File: config.mk
export PLATFORM = sky130hd
export DESIGN_NAME = scale_status_message_logic
export DESIGN_NICKNAME = d
export VERILOG_FILES = /design/src/verilog/scale_msg_pkg.sv /design/src/verilog/scale_status_message_logic.sv
export SDC_FILE = /design/constraint.sdc
export NUM_CORES = 2
export LEC_CHECK = 0
export BUFFER_PORTS_ARGS = -buffer_cell sky130_fd_sc_hd__buf_2
export CELL_PAD_IN_SITES_DETAIL_PLACEMENT = 1
export CELL_PAD_IN_SITES_GLOBAL_PLACEMENT = 1
export CORE_MARGIN = 4
export CORE_UTILIZATION = 52
export CTS_BUF_LIST = sky130_fd_sc_hd__clkbuf_8
export DETAILED_ROUTE_END_ITERATION = 6
export HOLD_SLACK_MARGIN = 0.05
export PLACE_DENSITY = 0.95
export SLEW_MARGIN = 20
export SYNTH_ARGS = -nofsm -noshare
export SYNTH_HDL_FRONTEND = slang
export SYNTH_SLANG_ARGS = --single-unit
export TNS_END_PERCENT = 50
File: constraint.sdc
create_clock -name clk -period 29.5 [get_ports clk]
set_input_delay 8.85 -clock clk [delete_from_list [all_inputs] [get_ports clk]]
set_output_delay 8.85 -clock clk [all_outputs]
set_load 0.05 [all_outputs]
File: src/verilog/scale_msg_pkg.sv
package scale_msg_pkg;
  // Weight and code widths
  localparam int WEIGHT_W = 24;
  localparam int ACC_W = 24;
  localparam int ACCESS_W = 5;
  localparam int SERVICE_W = 12;
  // Overrange default threshold in per-mille of capacity (about 4% over)
  localparam logic [10:0] OVR_PERMILLE_DEF = 11'h410;
  localparam logic [WEIGHT_W-1:0] CAPACITY_DEF = 24'h002710;
  localparam logic [ACC_W-1:0] ACC_MAX = 24'h98967F;
  // Timing
  localparam int CLK_HZ = 25000000;
  localparam int NOTICE_MS = 1000;
  localparam int NOTICE_CYC = CLK_HZ / 1000 * NOTICE_MS;
  localparam int MARCH_MS = 200;
  localparam int MARCH_CYC = CLK_HZ / 1000 * MARCH_MS;
  localparam int FLASH_MS = 500;
  localparam int FLASH_CYC = CLK_HZ / 1000 * FLASH_MS;
  // Low battery lamp threshold: remaining minutes of remote operation
  localparam int LOWBAT_MIN = 90;
  localparam logic [7:0] LOWBAT_MIN_V = 8'h5A;
  // Fault codes
  localparam logic [3:0] FAULT_MEM = 4'h1;
  localparam logic [3:0] FAULT_PROG = 4'h2;
  localparam logic [3:0] FAULT_BACKUP_LOST = 4'h3;
  localparam logic [3:0] FAULT_BACKUP_STORE = 4'h4;
  localparam logic [3:0] FAULT_ACCESS = 4'h5;
  // Interrupt status bit positions
  localparam int EV_OVR = 0;
  localparam int EV_ACC_FULL = 1;
  localparam int EV_LOS = 2;
  localparam int EV_SHUTOFF = 3;
  localparam int EV_FAULT = 4;
  localparam int EV_CAL = 5;
  localparam int EV_W = 6;
  // Register offsets
  localparam logic [3:0] REG_CTRL = 4'h0;
  localparam logic [3:0] REG_CAPACITY = 4'h1;
  localparam logic [3:0] REG_TARE = 4'h2;
  localparam logic [3:0] REG_ACC = 4'h3;
  localparam logic [3:0] REG_STATUS = 4'h4;
  localparam logic [3:0] REG_INT_STAT = 4'h5;
  localparam logic [3:0] REG_INT_EN = 4'h6;
  localparam logic [3:0] REG_INT_CLR = 4'h7;
  localparam logic [3:0] REG_FAULT = 4'h8;
  localparam logic [3:0] REG_CALNUM = 4'h9;
  // Control register fields
  localparam int CTRL_NET = 0;
  localparam int CTRL_ACC_CLEAR = 1;
  localparam int CTRL_OVR_LO = 8;
  // Display message selector
  typedef enum logic [2:0] {
    MSG_WEIGHT, MSG_OVERRANGE, MSG_LOS, MSG_FAULT, MSG_SHUTOFF,
    MSG_CAL_ON, MSG_CAL_OFF, MSG_CALNUM
  } msg_e;
endpackage : scale_msg_pkg

File: src/verilog/scale_status_message_logic.sv
`timescale 1ns/1ps
module scale_status_message_logic #(
  parameter int NOTICE_CYCLES = scale_msg_pkg::NOTICE_CYC,
  parameter int MARCH_CYCLES = scale_msg_pkg::MARCH_CYC,
  parameter int FLASH_CYCLES = scale_msg_pkg::FLASH_CYC
) (
  // Clock and reset
  input wire logic clk,
  input wire logic rstn,
  // Register port
  input wire logic [3:0] reg_addr,
  input wire logic [31:0] reg_wdata,
  input wire logic reg_wr,
  input wire logic reg_rd,
  output logic [31:0] reg_rdata,
  // Telemetry frames from the link decoder (same clock)
  input wire logic frame_valid,
  input wire logic [scale_msg_pkg::WEIGHT_W-1:0] frame_weight,
  input wire logic [scale_msg_pkg::ACCESS_W-1:0] frame_access,
  input wire logic frame_shutoff,
  input wire logic frame_powerup,
  input wire logic [scale_msg_pkg::WEIGHT_W-1:0] frame_calnum,
  input wire logic [7:0] frame_bat_minutes,
  input wire logic signal_lost,
  // Front panel request and pins
  input wire logic accumulate_req,
  input wire logic cal_switch,
  input wire logic [scale_msg_pkg::ACCESS_W-1:0] access_switch,
  // Self-test results
  input wire logic selftest_done,
  input wire logic mem_fail,
  input wire logic prog_fail,
  input wire logic backup_lost,
  input wire logic backup_store_fail,
  input wire logic [scale_msg_pkg::SERVICE_W-1:0] backup_service,
  // Display and printer
  output scale_msg_pkg::msg_e display_msg,
  output logic [scale_msg_pkg::WEIGHT_W-1:0] display_value,
  output logic [3:0] fault_code,
  output logic [scale_msg_pkg::SERVICE_W-1:0] fault_service,
  output logic [3:0] march_pos,
  output logic low_battery_lamp,
  output logic weighing_enable,
  output logic print_fault_valid,
  input wire logic print_fault_ready,
  output logic [15:0] print_fault_word,
  // Interrupt
  output logic irq
);

  localparam int WW = scale_msg_pkg::WEIGHT_W;
  localparam int EW = scale_msg_pkg::EV_W;

  typedef enum {ST_SELFTEST, ST_FAULT, ST_RUN} boot_e;

  // Pin synchronisers for the calibration switch and access straps
  logic cal_s1_q, cal_s2_q, cal_s3_q;
  logic [scale_msg_pkg::ACCESS_W-1:0] acc_s1_q, acc_s2_q;

  always_ff @(posedge clk) begin
    if (!rstn) begin
      cal_s1_q <= 1'b0;
      cal_s2_q <= 1'b0;
      cal_s3_q <= 1'b0;
      acc_s1_q <= '0;
      acc_s2_q <= '0;
    end else begin
      cal_s1_q <= cal_switch;
      cal_s2_q <= cal_s1_q;
      cal_s3_q <= cal_s2_q;
      acc_s1_q <= access_switch;
      acc_s2_q <= acc_s1_q;
    end
  end

  // Registers
  logic net_q, net_d;
  logic [10:0] ovr_pm_q, ovr_pm_d;
  logic [WW-1:0] cap_q, cap_d, tare_q, tare_d, acc_q, acc_d;
  logic [EW-1:0] ist_q, ist_d, ien_q, ien_d;
  logic [EW-1:0] ev;
  logic [31:0] rdata_d;

  // Boot, fault and notice state
  boot_e boot_q, boot_d;
  logic [3:0] code_q, code_d;
  logic [scale_msg_pkg::SERVICE_W-1:0] svc_q, svc_d;
  logic print_pend_q, print_pend_d;
  logic boot_cal_q, boot_cal_d;
  scale_msg_pkg::msg_e notice_q, notice_d;
  logic [31:0] ntimer_q, ntimer_d;
  logic shutoff_q, shutoff_d;
  logic [WW-1:0] weight_q, weight_d, calnum_q, calnum_d;
  logic acc_full_q, acc_full_d;
  logic [31:0] march_cnt_q, march_cnt_d, flash_cnt_q, flash_cnt_d;
  logic [3:0] march_q, march_d;
  logic flash_q, flash_d;
  logic bat_low_q, bat_low_d;

  // Gross weight against capacity scaled by the configured per-mille
  logic [WW:0] gross;
  logic [WW+11:0] gross_pm, limit_pm;
  logic overrange;
  logic [WW:0] acc_sum;
  logic acc_overflow;
  logic cal_rise, cal_fall;

  always_comb begin
    gross = {1'b0, weight_q} + (net_q ? {1'b0, tare_q} : '0);
    gross_pm = {11'h000, gross} * 36'(11'h3E8);
    limit_pm = {12'h000, cap_q} * {25'h0000000, ovr_pm_q};
    overrange = gross_pm > limit_pm;
    acc_sum = {1'b0, acc_q} + {1'b0, weight_q};
    acc_overflow = acc_sum > {1'b0, scale_msg_pkg::ACC_MAX};
    cal_rise = cal_s2_q && !cal_s3_q;
    cal_fall = !cal_s2_q && cal_s3_q;
  end

  always_comb begin
    boot_d = boot_q;
    code_d = code_q;
    svc_d = svc_q;
    print_pend_d = print_pend_q && !print_fault_ready;
    boot_cal_d = boot_cal_q;
    notice_d = notice_q;
    ntimer_d = ntimer_q;
    shutoff_d = shutoff_q;
    weight_d = weight_q;
    calnum_d = calnum_q;
    acc_full_d = acc_full_q;
    acc_d = acc_q;
    bat_low_d = bat_low_q;
    ev = '0;
    case (boot_q)
      ST_SELFTEST: begin
        if (selftest_done) begin
          if (mem_fail || prog_fail || backup_lost || backup_store_fail) begin
            boot_d = ST_FAULT;
            print_pend_d = 1'b1;
            ev[scale_msg_pkg::EV_FAULT] = 1'b1;
            if (mem_fail) begin
              code_d = scale_msg_pkg::FAULT_MEM;
            end else if (prog_fail) begin
              code_d = scale_msg_pkg::FAULT_PROG;
            end else if (backup_lost) begin
              code_d = scale_msg_pkg::FAULT_BACKUP_LOST;
            end else begin
              code_d = scale_msg_pkg::FAULT_BACKUP_STORE;
              svc_d = backup_service;
            end
          end else begin
            boot_d = ST_RUN;
            boot_cal_d = cal_s2_q;
          end
        end
      end
      ST_FAULT: begin
        boot_d = ST_FAULT;
      end
      ST_RUN: begin
        if (boot_cal_q) begin
          boot_cal_d = 1'b0;
          notice_d = scale_msg_pkg::MSG_CAL_ON;
          ntimer_d = NOTICE_CYCLES;
          ev[scale_msg_pkg::EV_CAL] = 1'b1;
        end else if (cal_rise) begin
          notice_d = scale_msg_pkg::MSG_CAL_ON;
          ntimer_d = NOTICE_CYCLES;
          ev[scale_msg_pkg::EV_CAL] = 1'b1;
        end else if (cal_fall) begin
          notice_d = scale_msg_pkg::MSG_CAL_OFF;
          ntimer_d = NOTICE_CYCLES;
          ev[scale_msg_pkg::EV_CAL] = 1'b1;
        end else if (ntimer_q != 32'h00000000) begin
          ntimer_d = ntimer_q - 32'h00000001;
          if (ntimer_q == 32'h00000001) begin
            notice_d = scale_msg_pkg::MSG_WEIGHT;
            acc_full_d = 1'b0;
          end
        end
        if (frame_valid) begin
          if (frame_access != acc_s2_q) begin
            boot_d = ST_FAULT;
            code_d = scale_msg_pkg::FAULT_ACCESS;
            print_pend_d = 1'b1;
            ev[scale_msg_pkg::EV_FAULT] = 1'b1;
          end else begin
            shutoff_d = frame_shutoff;
            if (frame_shutoff) begin
              ev[scale_msg_pkg::EV_SHUTOFF] = 1'b1;
            end
            weight_d = frame_weight;
            bat_low_d = frame_bat_minutes <= scale_msg_pkg::LOWBAT_MIN_V;
            if (frame_powerup) begin
              calnum_d = frame_calnum;
              notice_d = scale_msg_pkg::MSG_CALNUM;
              ntimer_d = NOTICE_CYCLES;
            end
          end
        end
        if (accumulate_req && ntimer_q == 32'h00000000) begin
          if (acc_overflow) begin
            acc_full_d = 1'b1;
            notice_d = scale_msg_pkg::MSG_OVERRANGE;
            ntimer_d = NOTICE_CYCLES;
            ev[scale_msg_pkg::EV_ACC_FULL] = 1'b1;
          end else begin
            acc_d = acc_sum[WW-1:0];
          end
        end
      end
      default: boot_d = ST_SELFTEST;
    endcase
    if (overrange) begin
      ev[scale_msg_pkg::EV_OVR] = 1'b1;
    end
    if (signal_lost && boot_q == ST_RUN) begin
      ev[scale_msg_pkg::EV_LOS] = 1'b1;
    end
    if (reg_wr && reg_addr == scale_msg_pkg::REG_CTRL && reg_wdata[scale_msg_pkg::CTRL_ACC_CLEAR]) begin
      acc_d = '0;
    end
  end

  // Marching hyphen position and lamp flasher on divided enables
  always_comb begin
    march_cnt_d = march_cnt_q + 32'h00000001;
    march_d = march_q;
    if (march_cnt_q >= MARCH_CYCLES - 1) begin
      march_cnt_d = '0;
      march_d = (march_q == 4'h5) ? 4'h0 : march_q + 4'h1;
    end
    flash_cnt_d = flash_cnt_q + 32'h00000001;
    flash_d = flash_q;
    if (flash_cnt_q >= FLASH_CYCLES - 1) begin
      flash_cnt_d = '0;
      flash_d = !flash_q;
    end
  end

  // Register writes and sticky interrupt status
  always_comb begin
    net_d = net_q;
    ovr_pm_d = ovr_pm_q;
    cap_d = cap_q;
    tare_d = tare_q;
    ien_d = ien_q;
    ist_d = ist_q;
    if (reg_wr) begin
      case (reg_addr)
        scale_msg_pkg::REG_CTRL: begin
          net_d = reg_wdata[scale_msg_pkg::CTRL_NET];
          ovr_pm_d = reg_wdata[scale_msg_pkg::CTRL_OVR_LO +: 11];
        end
        scale_msg_pkg::REG_CAPACITY: cap_d = reg_wdata[WW-1:0];
        scale_msg_pkg::REG_TARE: tare_d = reg_wdata[WW-1:0];
        scale_msg_pkg::REG_INT_EN: ien_d = reg_wdata[EW-1:0];
        scale_msg_pkg::REG_INT_CLR: ist_d = ist_q & ~reg_wdata[EW-1:0];
        default: ist_d = ist_q;
      endcase
    end
    ist_d = ist_d | ev;
  end

  always_comb begin
    rdata_d = 32'h00000000;
    if (reg_rd) begin
      case (reg_addr)
        scale_msg_pkg::REG_CTRL: rdata_d = {13'h0000, ovr_pm_q, 7'h00, net_q};
        scale_msg_pkg::REG_CAPACITY: rdata_d = {8'h00, cap_q};
        scale_msg_pkg::REG_TARE: rdata_d = {8'h00, tare_q};
        scale_msg_pkg::REG_ACC: rdata_d = {8'h00, acc_q};
        scale_msg_pkg::REG_STATUS: rdata_d = {25'h0000000, bat_low_q, shutoff_q, acc_full_q,
                                              signal_lost, overrange, boot_q == ST_FAULT, boot_q == ST_RUN};
        scale_msg_pkg::REG_INT_STAT: rdata_d = {26'h0000000, ist_q};
        scale_msg_pkg::REG_INT_EN: rdata_d = {26'h0000000, ien_q};
        scale_msg_pkg::REG_FAULT: rdata_d = {16'h0000, code_q, svc_q};
        scale_msg_pkg::REG_CALNUM: rdata_d = {8'h00, calnum_q};
        default: rdata_d = 32'h00000000;
      endcase
    end
  end

  always_ff @(posedge clk) begin
    if (!rstn) begin
      net_q <= 1'b0;
      ovr_pm_q <= scale_msg_pkg::OVR_PERMILLE_DEF;
      cap_q <= scale_msg_pkg::CAPACITY_DEF;
      tare_q <= '0;
      acc_q <= '0;
      ist_q <= '0;
      ien_q <= '0;
      reg_rdata <= '0;
      boot_q <= ST_SELFTEST;
      code_q <= '0;
      svc_q <= '0;
      print_pend_q <= 1'b0;
      boot_cal_q <= 1'b0;
      notice_q <= scale_msg_pkg::MSG_WEIGHT;
      ntimer_q <= '0;
      shutoff_q <= 1'b0;
      weight_q <= '0;
      calnum_q <= '0;
      acc_full_q <= 1'b0;
      march_cnt_q <= '0;
      flash_cnt_q <= '0;
      march_q <= '0;
      flash_q <= 1'b0;
      bat_low_q <= 1'b0;
    end else begin
      net_q <= net_d;
      ovr_pm_q <= ovr_pm_d;
      cap_q <= cap_d;
      tare_q <= tare_d;
      acc_q <= acc_d;
      ist_q <= ist_d;
      ien_q <= ien_d;
      reg_rdata <= rdata_d;
      boot_q <= boot_d;
      code_q <= code_d;
      svc_q <= svc_d;
      print_pend_q <= print_pend_d;
      boot_cal_q <= boot_cal_d;
      notice_q <= notice_d;
      ntimer_q <= ntimer_d;
      shutoff_q <= shutoff_d;
      weight_q <= weight_d;
      calnum_q <= calnum_d;
      acc_full_q <= acc_full_d;
      march_cnt_q <= march_cnt_d;
      flash_cnt_q <= flash_cnt_d;
      march_q <= march_d;
      flash_q <= flash_d;
      bat_low_q <= bat_low_d;
    end
  end

  // Display priority: fault, self-test (lost link), shutoff, lost link, notices, overrange, weight
  always_comb begin
    display_msg = scale_msg_pkg::MSG_WEIGHT;
    if (boot_q == ST_FAULT) begin
      display_msg = scale_msg_pkg::MSG_FAULT;
    end else if (boot_q == ST_SELFTEST) begin
      display_msg = scale_msg_pkg::MSG_LOS;
    end else if (shutoff_q) begin
      display_msg = scale_msg_pkg::MSG_SHUTOFF;
    end else if (signal_lost) begin
      display_msg = scale_msg_pkg::MSG_LOS;
    end else if (ntimer_q != 32'h00000000) begin
      display_msg = notice_q;
    end else if (overrange) begin
      display_msg = scale_msg_pkg::MSG_OVERRANGE;
    end
  end

  assign display_value = (notice_q == scale_msg_pkg::MSG_CALNUM) ? calnum_q : weight_q;
  assign fault_code = code_q;
  assign fault_service = svc_q;
  assign march_pos = march_q;
  assign low_battery_lamp = bat_low_q && flash_q;
  assign weighing_enable = (boot_q == ST_RUN);
  assign print_fault_valid = print_pend_q;
  assign print_fault_word = {code_q, svc_q};
  assign irq = |(ist_q & ien_q);

endmodule : scale_status_message_logic

# Yosys cells after proc, flatten, opt, wreduce, memory -nomap -nowiden

Index checks and enable logic that the tools add are counted.

Add/subtract/negate cells: 6
Multipliers: 2
$lt $le $gt $ge: 5
Equal/unequal tests: 22
Multiplexer cells: 76
Bitwise operators: 10
Reductions and logical operators: 37

Operators with widths:

| kind                                                                    | count |
|---|---|
| 32-bit 2-to-1 mux                                                       | 12 |
| 24-bit one-hot mux with 9 select lines                                  | 1 |
| 32-bit zero test                                                        | 3 |
| 32-bit one-hot mux with 3 select lines                                  | 1 |
| 32-bit by 1-bit adder with 32-bit output, second input constant         | 2 |
| 32-bit by 1-bit equality test with 1-bit output, second input constant  | 2 |
| 32-bit by 2-bit equality test with 1-bit output, second input constant  | 2 |
| 3-bit 2-to-1 mux                                                        | 18 |
| 24-bit by 24-bit adder with 25-bit output                               | 2 |
| 24-bit 2-to-1 mux                                                       | 2 |
| 35-bit > comparator                                                     | 1 |
| 24-bit by 11-bit multiplier with 35-bit output                          | 1 |
| 32-bit by 3-bit equality test with 1-bit output, second input constant  | 1 |
| 32-bit by 23-bit >= comparator with 1-bit output, second input constant | 1 |
| 32-bit by 24-bit >= comparator with 1-bit output, second input constant | 1 |
| 25-bit by 7-bit multiplier with 32-bit output, second input constant    | 1 |
| 32-bit nonzero test                                                     | 1 |
| 32-bit by 1-bit subtractor with 32-bit output, second input constant    | 1 |
| 1-bit 2-to-1 mux                                                        | 29 |
| 25-bit by 24-bit > comparator with 1-bit output, second input constant  | 1 |
| 4-bit by 3-bit equality test with 1-bit output, second input constant   | 5 |
| 4-bit 2-to-1 mux                                                        | 5 |
| 6-bit AND                                                               | 2 |
| 6-bit 2-to-1 mux                                                        | 2 |
| other kinds (26)                                                        | 61 |

Flip-flop bits (word level): 346
Input bits: 130
Output and inout port bits: 99
Word-level logic and storage cells: 187

# Logic depth before layout (Yosys ltp)

Word-level depth: 11
Depth in mapped cells: 41
Gate-level depth less buffers: 41

# Least setup slack after synthesis

Ideal clock, no wire load.

Path type: in2out
From: input port signal_lost
To: output port display_msg[2]
Arrival: 10005 ps
Data required time: 20650 ps
Slack: 10645 ps
Stages: 3
Path buffers: 0
Path through: inv_1 a31oi_1 nor3_1

Word-level cells in the longest chain between the ends: 4

RTL lines:

| item             | line                              | source |
|---|---|---|
| from (decl)      | scale_status_message_logic.sv:24  | `input wire logic signal_lost,` |
| 3-bit 2-to-1 mux | scale_status_message_logic.sv:347 | `end else if (signal_lost) begin` |
| 3-bit 2-to-1 mux | scale_status_message_logic.sv:345 | `end else if (shutoff_q) begin` |
| 3-bit 2-to-1 mux | scale_status_message_logic.sv:343 | `end else if (boot_q == ST_SELFTEST) begin` |
| 3-bit 2-to-1 mux | scale_status_message_logic.sv:341 | `if (boot_q == ST_FAULT) begin` |
| to (decl)        | scale_status_message_logic.sv:37  | `output scale_msg_pkg::msg_e display_msg,` |

Every way passes these cells.

# Worst setup path after layout

From: register net_q
To: output port display_msg[0]

Word-level cells in the longest chain between the ends: 10

RTL lines:

| item                                          | line                              | source |
|---|---|---|
| from (decl)                                   | scale_status_message_logic.sv:77  | `logic net_q, net_d;` |
| from (signal assigned)                        | scale_status_message_logic.sv:311 | `net_q <= net_d;` |
| 24-bit 2-to-1 mux                             | scale_status_message_logic.sv:109 | `gross = {1'b0, weight_q} + (net_q ? {1'b0, tare_q} : '0);` |
| 24-bit by 24-bit adder with 25-bit output     | scale_status_message_logic.sv:109 |  |
| 25-bit by 7-bit multiplier with 32-bit output | scale_status_message_logic.sv:110 | `gross_pm = {11'h000, gross} * 36'(11'h3E8);` |
| 35-bit > comparator                           | scale_status_message_logic.sv:112 | `overrange = gross_pm > limit_pm;` |
| 1-bit 2-to-1 mux                              | scale_status_message_logic.sv:351 | `end else if (overrange) begin` |
| 3-bit 2-to-1 mux                              | scale_status_message_logic.sv:349 | `end else if (ntimer_q != 32'h00000000) begin` |
| 3-bit 2-to-1 mux                              | scale_status_message_logic.sv:347 |  |
| 3-bit 2-to-1 mux                              | scale_status_message_logic.sv:345 |  |
| 3-bit 2-to-1 mux                              | scale_status_message_logic.sv:343 |  |
| 3-bit 2-to-1 mux                              | scale_status_message_logic.sv:341 |  |

Every way passes these cells.

==> impl_metrics.ini <==
[outcome]
status = finished with violations
violations = capacitance limit, slew limit

[timing]
relSlewSlack = -0.452
rsz0062_at_grt = false
max_slew.worst_pin.slew_ps = 2120
period_minus_slack_ps = 21700
setup_viol = 0
finalCritPeriodShare = 0.736
final_max_slew_viol_count = 2
hold_viol = 0
fin_ws_ps = 7800
clock.fmax_mhz = 46.1
finClkSkew_ps = 41.0
finalSetupTns_ps = 0
whs_ps = 440

[floorplan]
ios = 229
dieHeight_um = 243
core_area_sq_um = 54300
dieArea_sq_um = 59100
fp-row-count = 85
die_w_um = 243
initial_core_util = 0.529

[routing]
drt_wl_total_um = 122000
wl_met1_um = 41100
met2_length_um = 55600
firstDrtPassIters = 6
viasPerCell = 6.62
num_vias = 28700
drt-initial-drc-count = 3256
detail_route.wl_per_cell_um = 28.0
highest_layer = met5
dr_wl_met3_um = 12700
ant_nets = 0
route.detailed.drc = 0

[global_routing]
grt_pass1_wl_um = 185000
antenna_found_initial = 16
grt_max_degree = 67
grt_use_total = 0.395
grt_pass1_vias = 31700
gr-total-overflow = 0

[worst_setup_path]
cpMaxStageDelayCell = dfxtp_1
cp_data_required_time_ps = 20650
worst_setup_path_end_kind = primary output
slowest_delay_ps = 1000
r2r-end = reg_rdata[2]
r2r_slack_ps = 17490
ff2ff_path_depth = 38
criticalPathCategory = flop to primary output
cp_max_fo = 26
start_kind = flop
arrival_ps = 12850
r2r-start = net_q

[synthesis]
synthArstFlopShare = 0
synth_cells = 3408
synth.avg_cell_area_sq_um = 8.44
yosys_most_used_dff = dfxtp_1
yosysSeqAreaShare = 0.214
yosys_warnings = 0
synth.distinct_cells = 80
syn_area_sq_um = 28800
ys_ff_latch = 307
synth-edff-count = 0

[pwr]
leakage_nw = 14.6
power_density_nw_per_um2 = 31.7
vdd.ir_drop.worst_mv = 0.0384

[finish]
postLayoutCellArea_sq_um = 31500
area_growth_pct = 9.61
drive_gt1_frac = 0.106
nNetsFinal = 4193

[placement]
routabilityCongestion = 0.946
io_buffers = 210
pre_cts_ws_ps = 9680
placed_area_sq_um = 30400
place_hpwl_um = 79300

[clock_tree]
cts_resized = 0
clk_pin_slew_worst_paths_ps = 70
clk_latency_ps = 660
post_cts_buffers = 0
cts_buffer_depth = 3
cts_tree = built
ctsHoldBuffers = 0
cts_root_buf = clkbuf_8
cts.sink_count = 307
cts_made_buffers = 49
htreeDepth = 2

[min_path]
holdPathEnd = acc_s2_q[3]
min_path_cells = 1
min_from = acc_s1_q[3]
hold_class = flop to flop

[flow_run]
drv_cap = 1
-- cell type report --
type / count / area, sq um
Multi-Input combinational cell: 2608 / 20700
Inverter: 341 / 1280
Clock inverter: 35 / 384
Tap cell: 739 / 925
Timing Repair Buffer: 245 / 1320
Sequential cell: 307 / 6150
Fill cell: 6485 / 22800
Antenna cell: 12 / 30.0
Clock buffer: 55 / 757
-- how the worst max path moves through the flow --
stage	to	slack [ps]	startpoint	cells past startpoint
after global routing	display_msg[0]	7500	net_q	39
after floorplan	display_msg[2]	10640	signal_lost	3
after detailed placement	display_msg[0]	9680	net_q	39
final	display_msg[0]	7800	net_q	39
after global placement	display_msg[0]	10140	net_q	39
after CTS	display_msg[0]	8440	net_q	39
-- kinds of logic after synthesis --
| group | synth area share |
|---|---|
| other cells | 0.000130 |
| mux | 0.0251 |
| flops | 0.214 |
| simple gates | 0.198 |
| buf+inv | 0.0719 |
| compound gates | 0.150 |
| xor+xnor | 0.0460 |
| fa+ha+maj | 0.296 |
-- state kept, by name, summed over array words and instances (netlist names), 2 cells and up --
| name | cells |
|---|---|
| notice_q | 3 |
| flash_cnt_q | 32 |
| reg_rdata | 24 |
| march_cnt_q | 32 |
| march_pos | 4 |
| tare_q | 24 |
| acc_s2_q | 5 |
| calnum_q | 24 |
| ntimer_q | 32 |
| fault_code | 3 |
| cap_q | 24 |
| ovr_pm_q | 11 |
| acc_s1_q | 5 |
| ist_q | 6 |
| weight_q | 24 |
| ien_q | 6 |
| acc_q | 24 |
| fault_service | 12 |
| boot_q | 2 |
-- critical path: cells and delay by family, from the launching register on --
| family | cells | cell delay (ps) |
|---|---|---|
| AO/OA/AOI/OAI | 15 | 4330 |
| adder cells (fa/ha/maj) | 8 | 3360 |
| AND/OR/NAND/NOR | 9 | 2070 |
| flip-flops | 1 | 1000 |
| buffers and inverters | 5 | 840 |
| XOR/XNOR | 2 | 580 |
-- cell usage after synthesis, types with 30 or more instances --
| cell type | number | area [sq um] |
|---|---|---|
| nand2_1 | 535 | 2010 |
| inv_1 | 341 | 1280 |
| dfxtp_1 | 307 | 6150 |
| fa_1 | 282 | 5650 |
| ha_1 | 229 | 2870 |
| nor2_1 | 190 | 713 |
| a21oi_1 | 146 | 731 |
| clkbuf_1 | 139 | 522 |
| and2_1 | 136 | 851 |
| o21ai_0 | 97 | 485 |
| xnor2_1 | 94 | 823 |
| a21boi_0 | 90 | 676 |
| nand3_1 | 76 | 380 |
| nor3_1 | 62 | 310 |
| a21o_1 | 58 | 435 |
| xor2_1 | 57 | 499 |
| nor2b_1 | 53 | 332 |
| a22oi_1 | 51 | 383 |
| mux2i_1 | 44 | 440 |
| nand2b_1 | 33 | 206 |
| and3_1 | 30 | 188 |
-- where the power goes --
| part | internal [mW] | switching (mW) |
|---|---|---|
| sequential | 0.420 | 0.00907 |
| combinational | 0.0383 | 0.0791 |
| clock | 0.244 | 0.208 |
-- through the flow --
stage,utilization,cells,power (mW)
2_1_floorplan,-,3434,0.508
3_3_place_gp,0.559,4240,0.540
3_5_place_dp,0.559,4240,0.547
4_1_cts,0.580,4330,0.988
5_1_grt,0.580,4338,1.02
6_report,0.580,4342,0.999
-- cells in the final DEF, fill, tap and decap left out, types with 36 or more instances in the layout --
cell type / instances
o21ai_0: 97
xor2_1: 57
inv_1: 352
nor2_1: 189
nand2_1: 534
a21oi_1: 146
clkbuf_8: 55
buf_4: 36
and2_1: 135
nor3_1: 58
buf_2: 209
a21boi_0: 90
a21o_1: 58
nor2b_1: 53
nand3_1: 76
ha_1: 229
mux2i_1: 44
dfxtp_1: 305
a22oi_1: 51
fa_1: 282
xnor2_1: 94
-- routing by layer --
layer  vias to the layer above  GRT usage
met2                      2282      0.652
li1                      11600          -
met1                     13900      0.437
met3                       938      0.104
met4                         4      0.298
met5                         -          0
(Power assumes the default switching activity.)
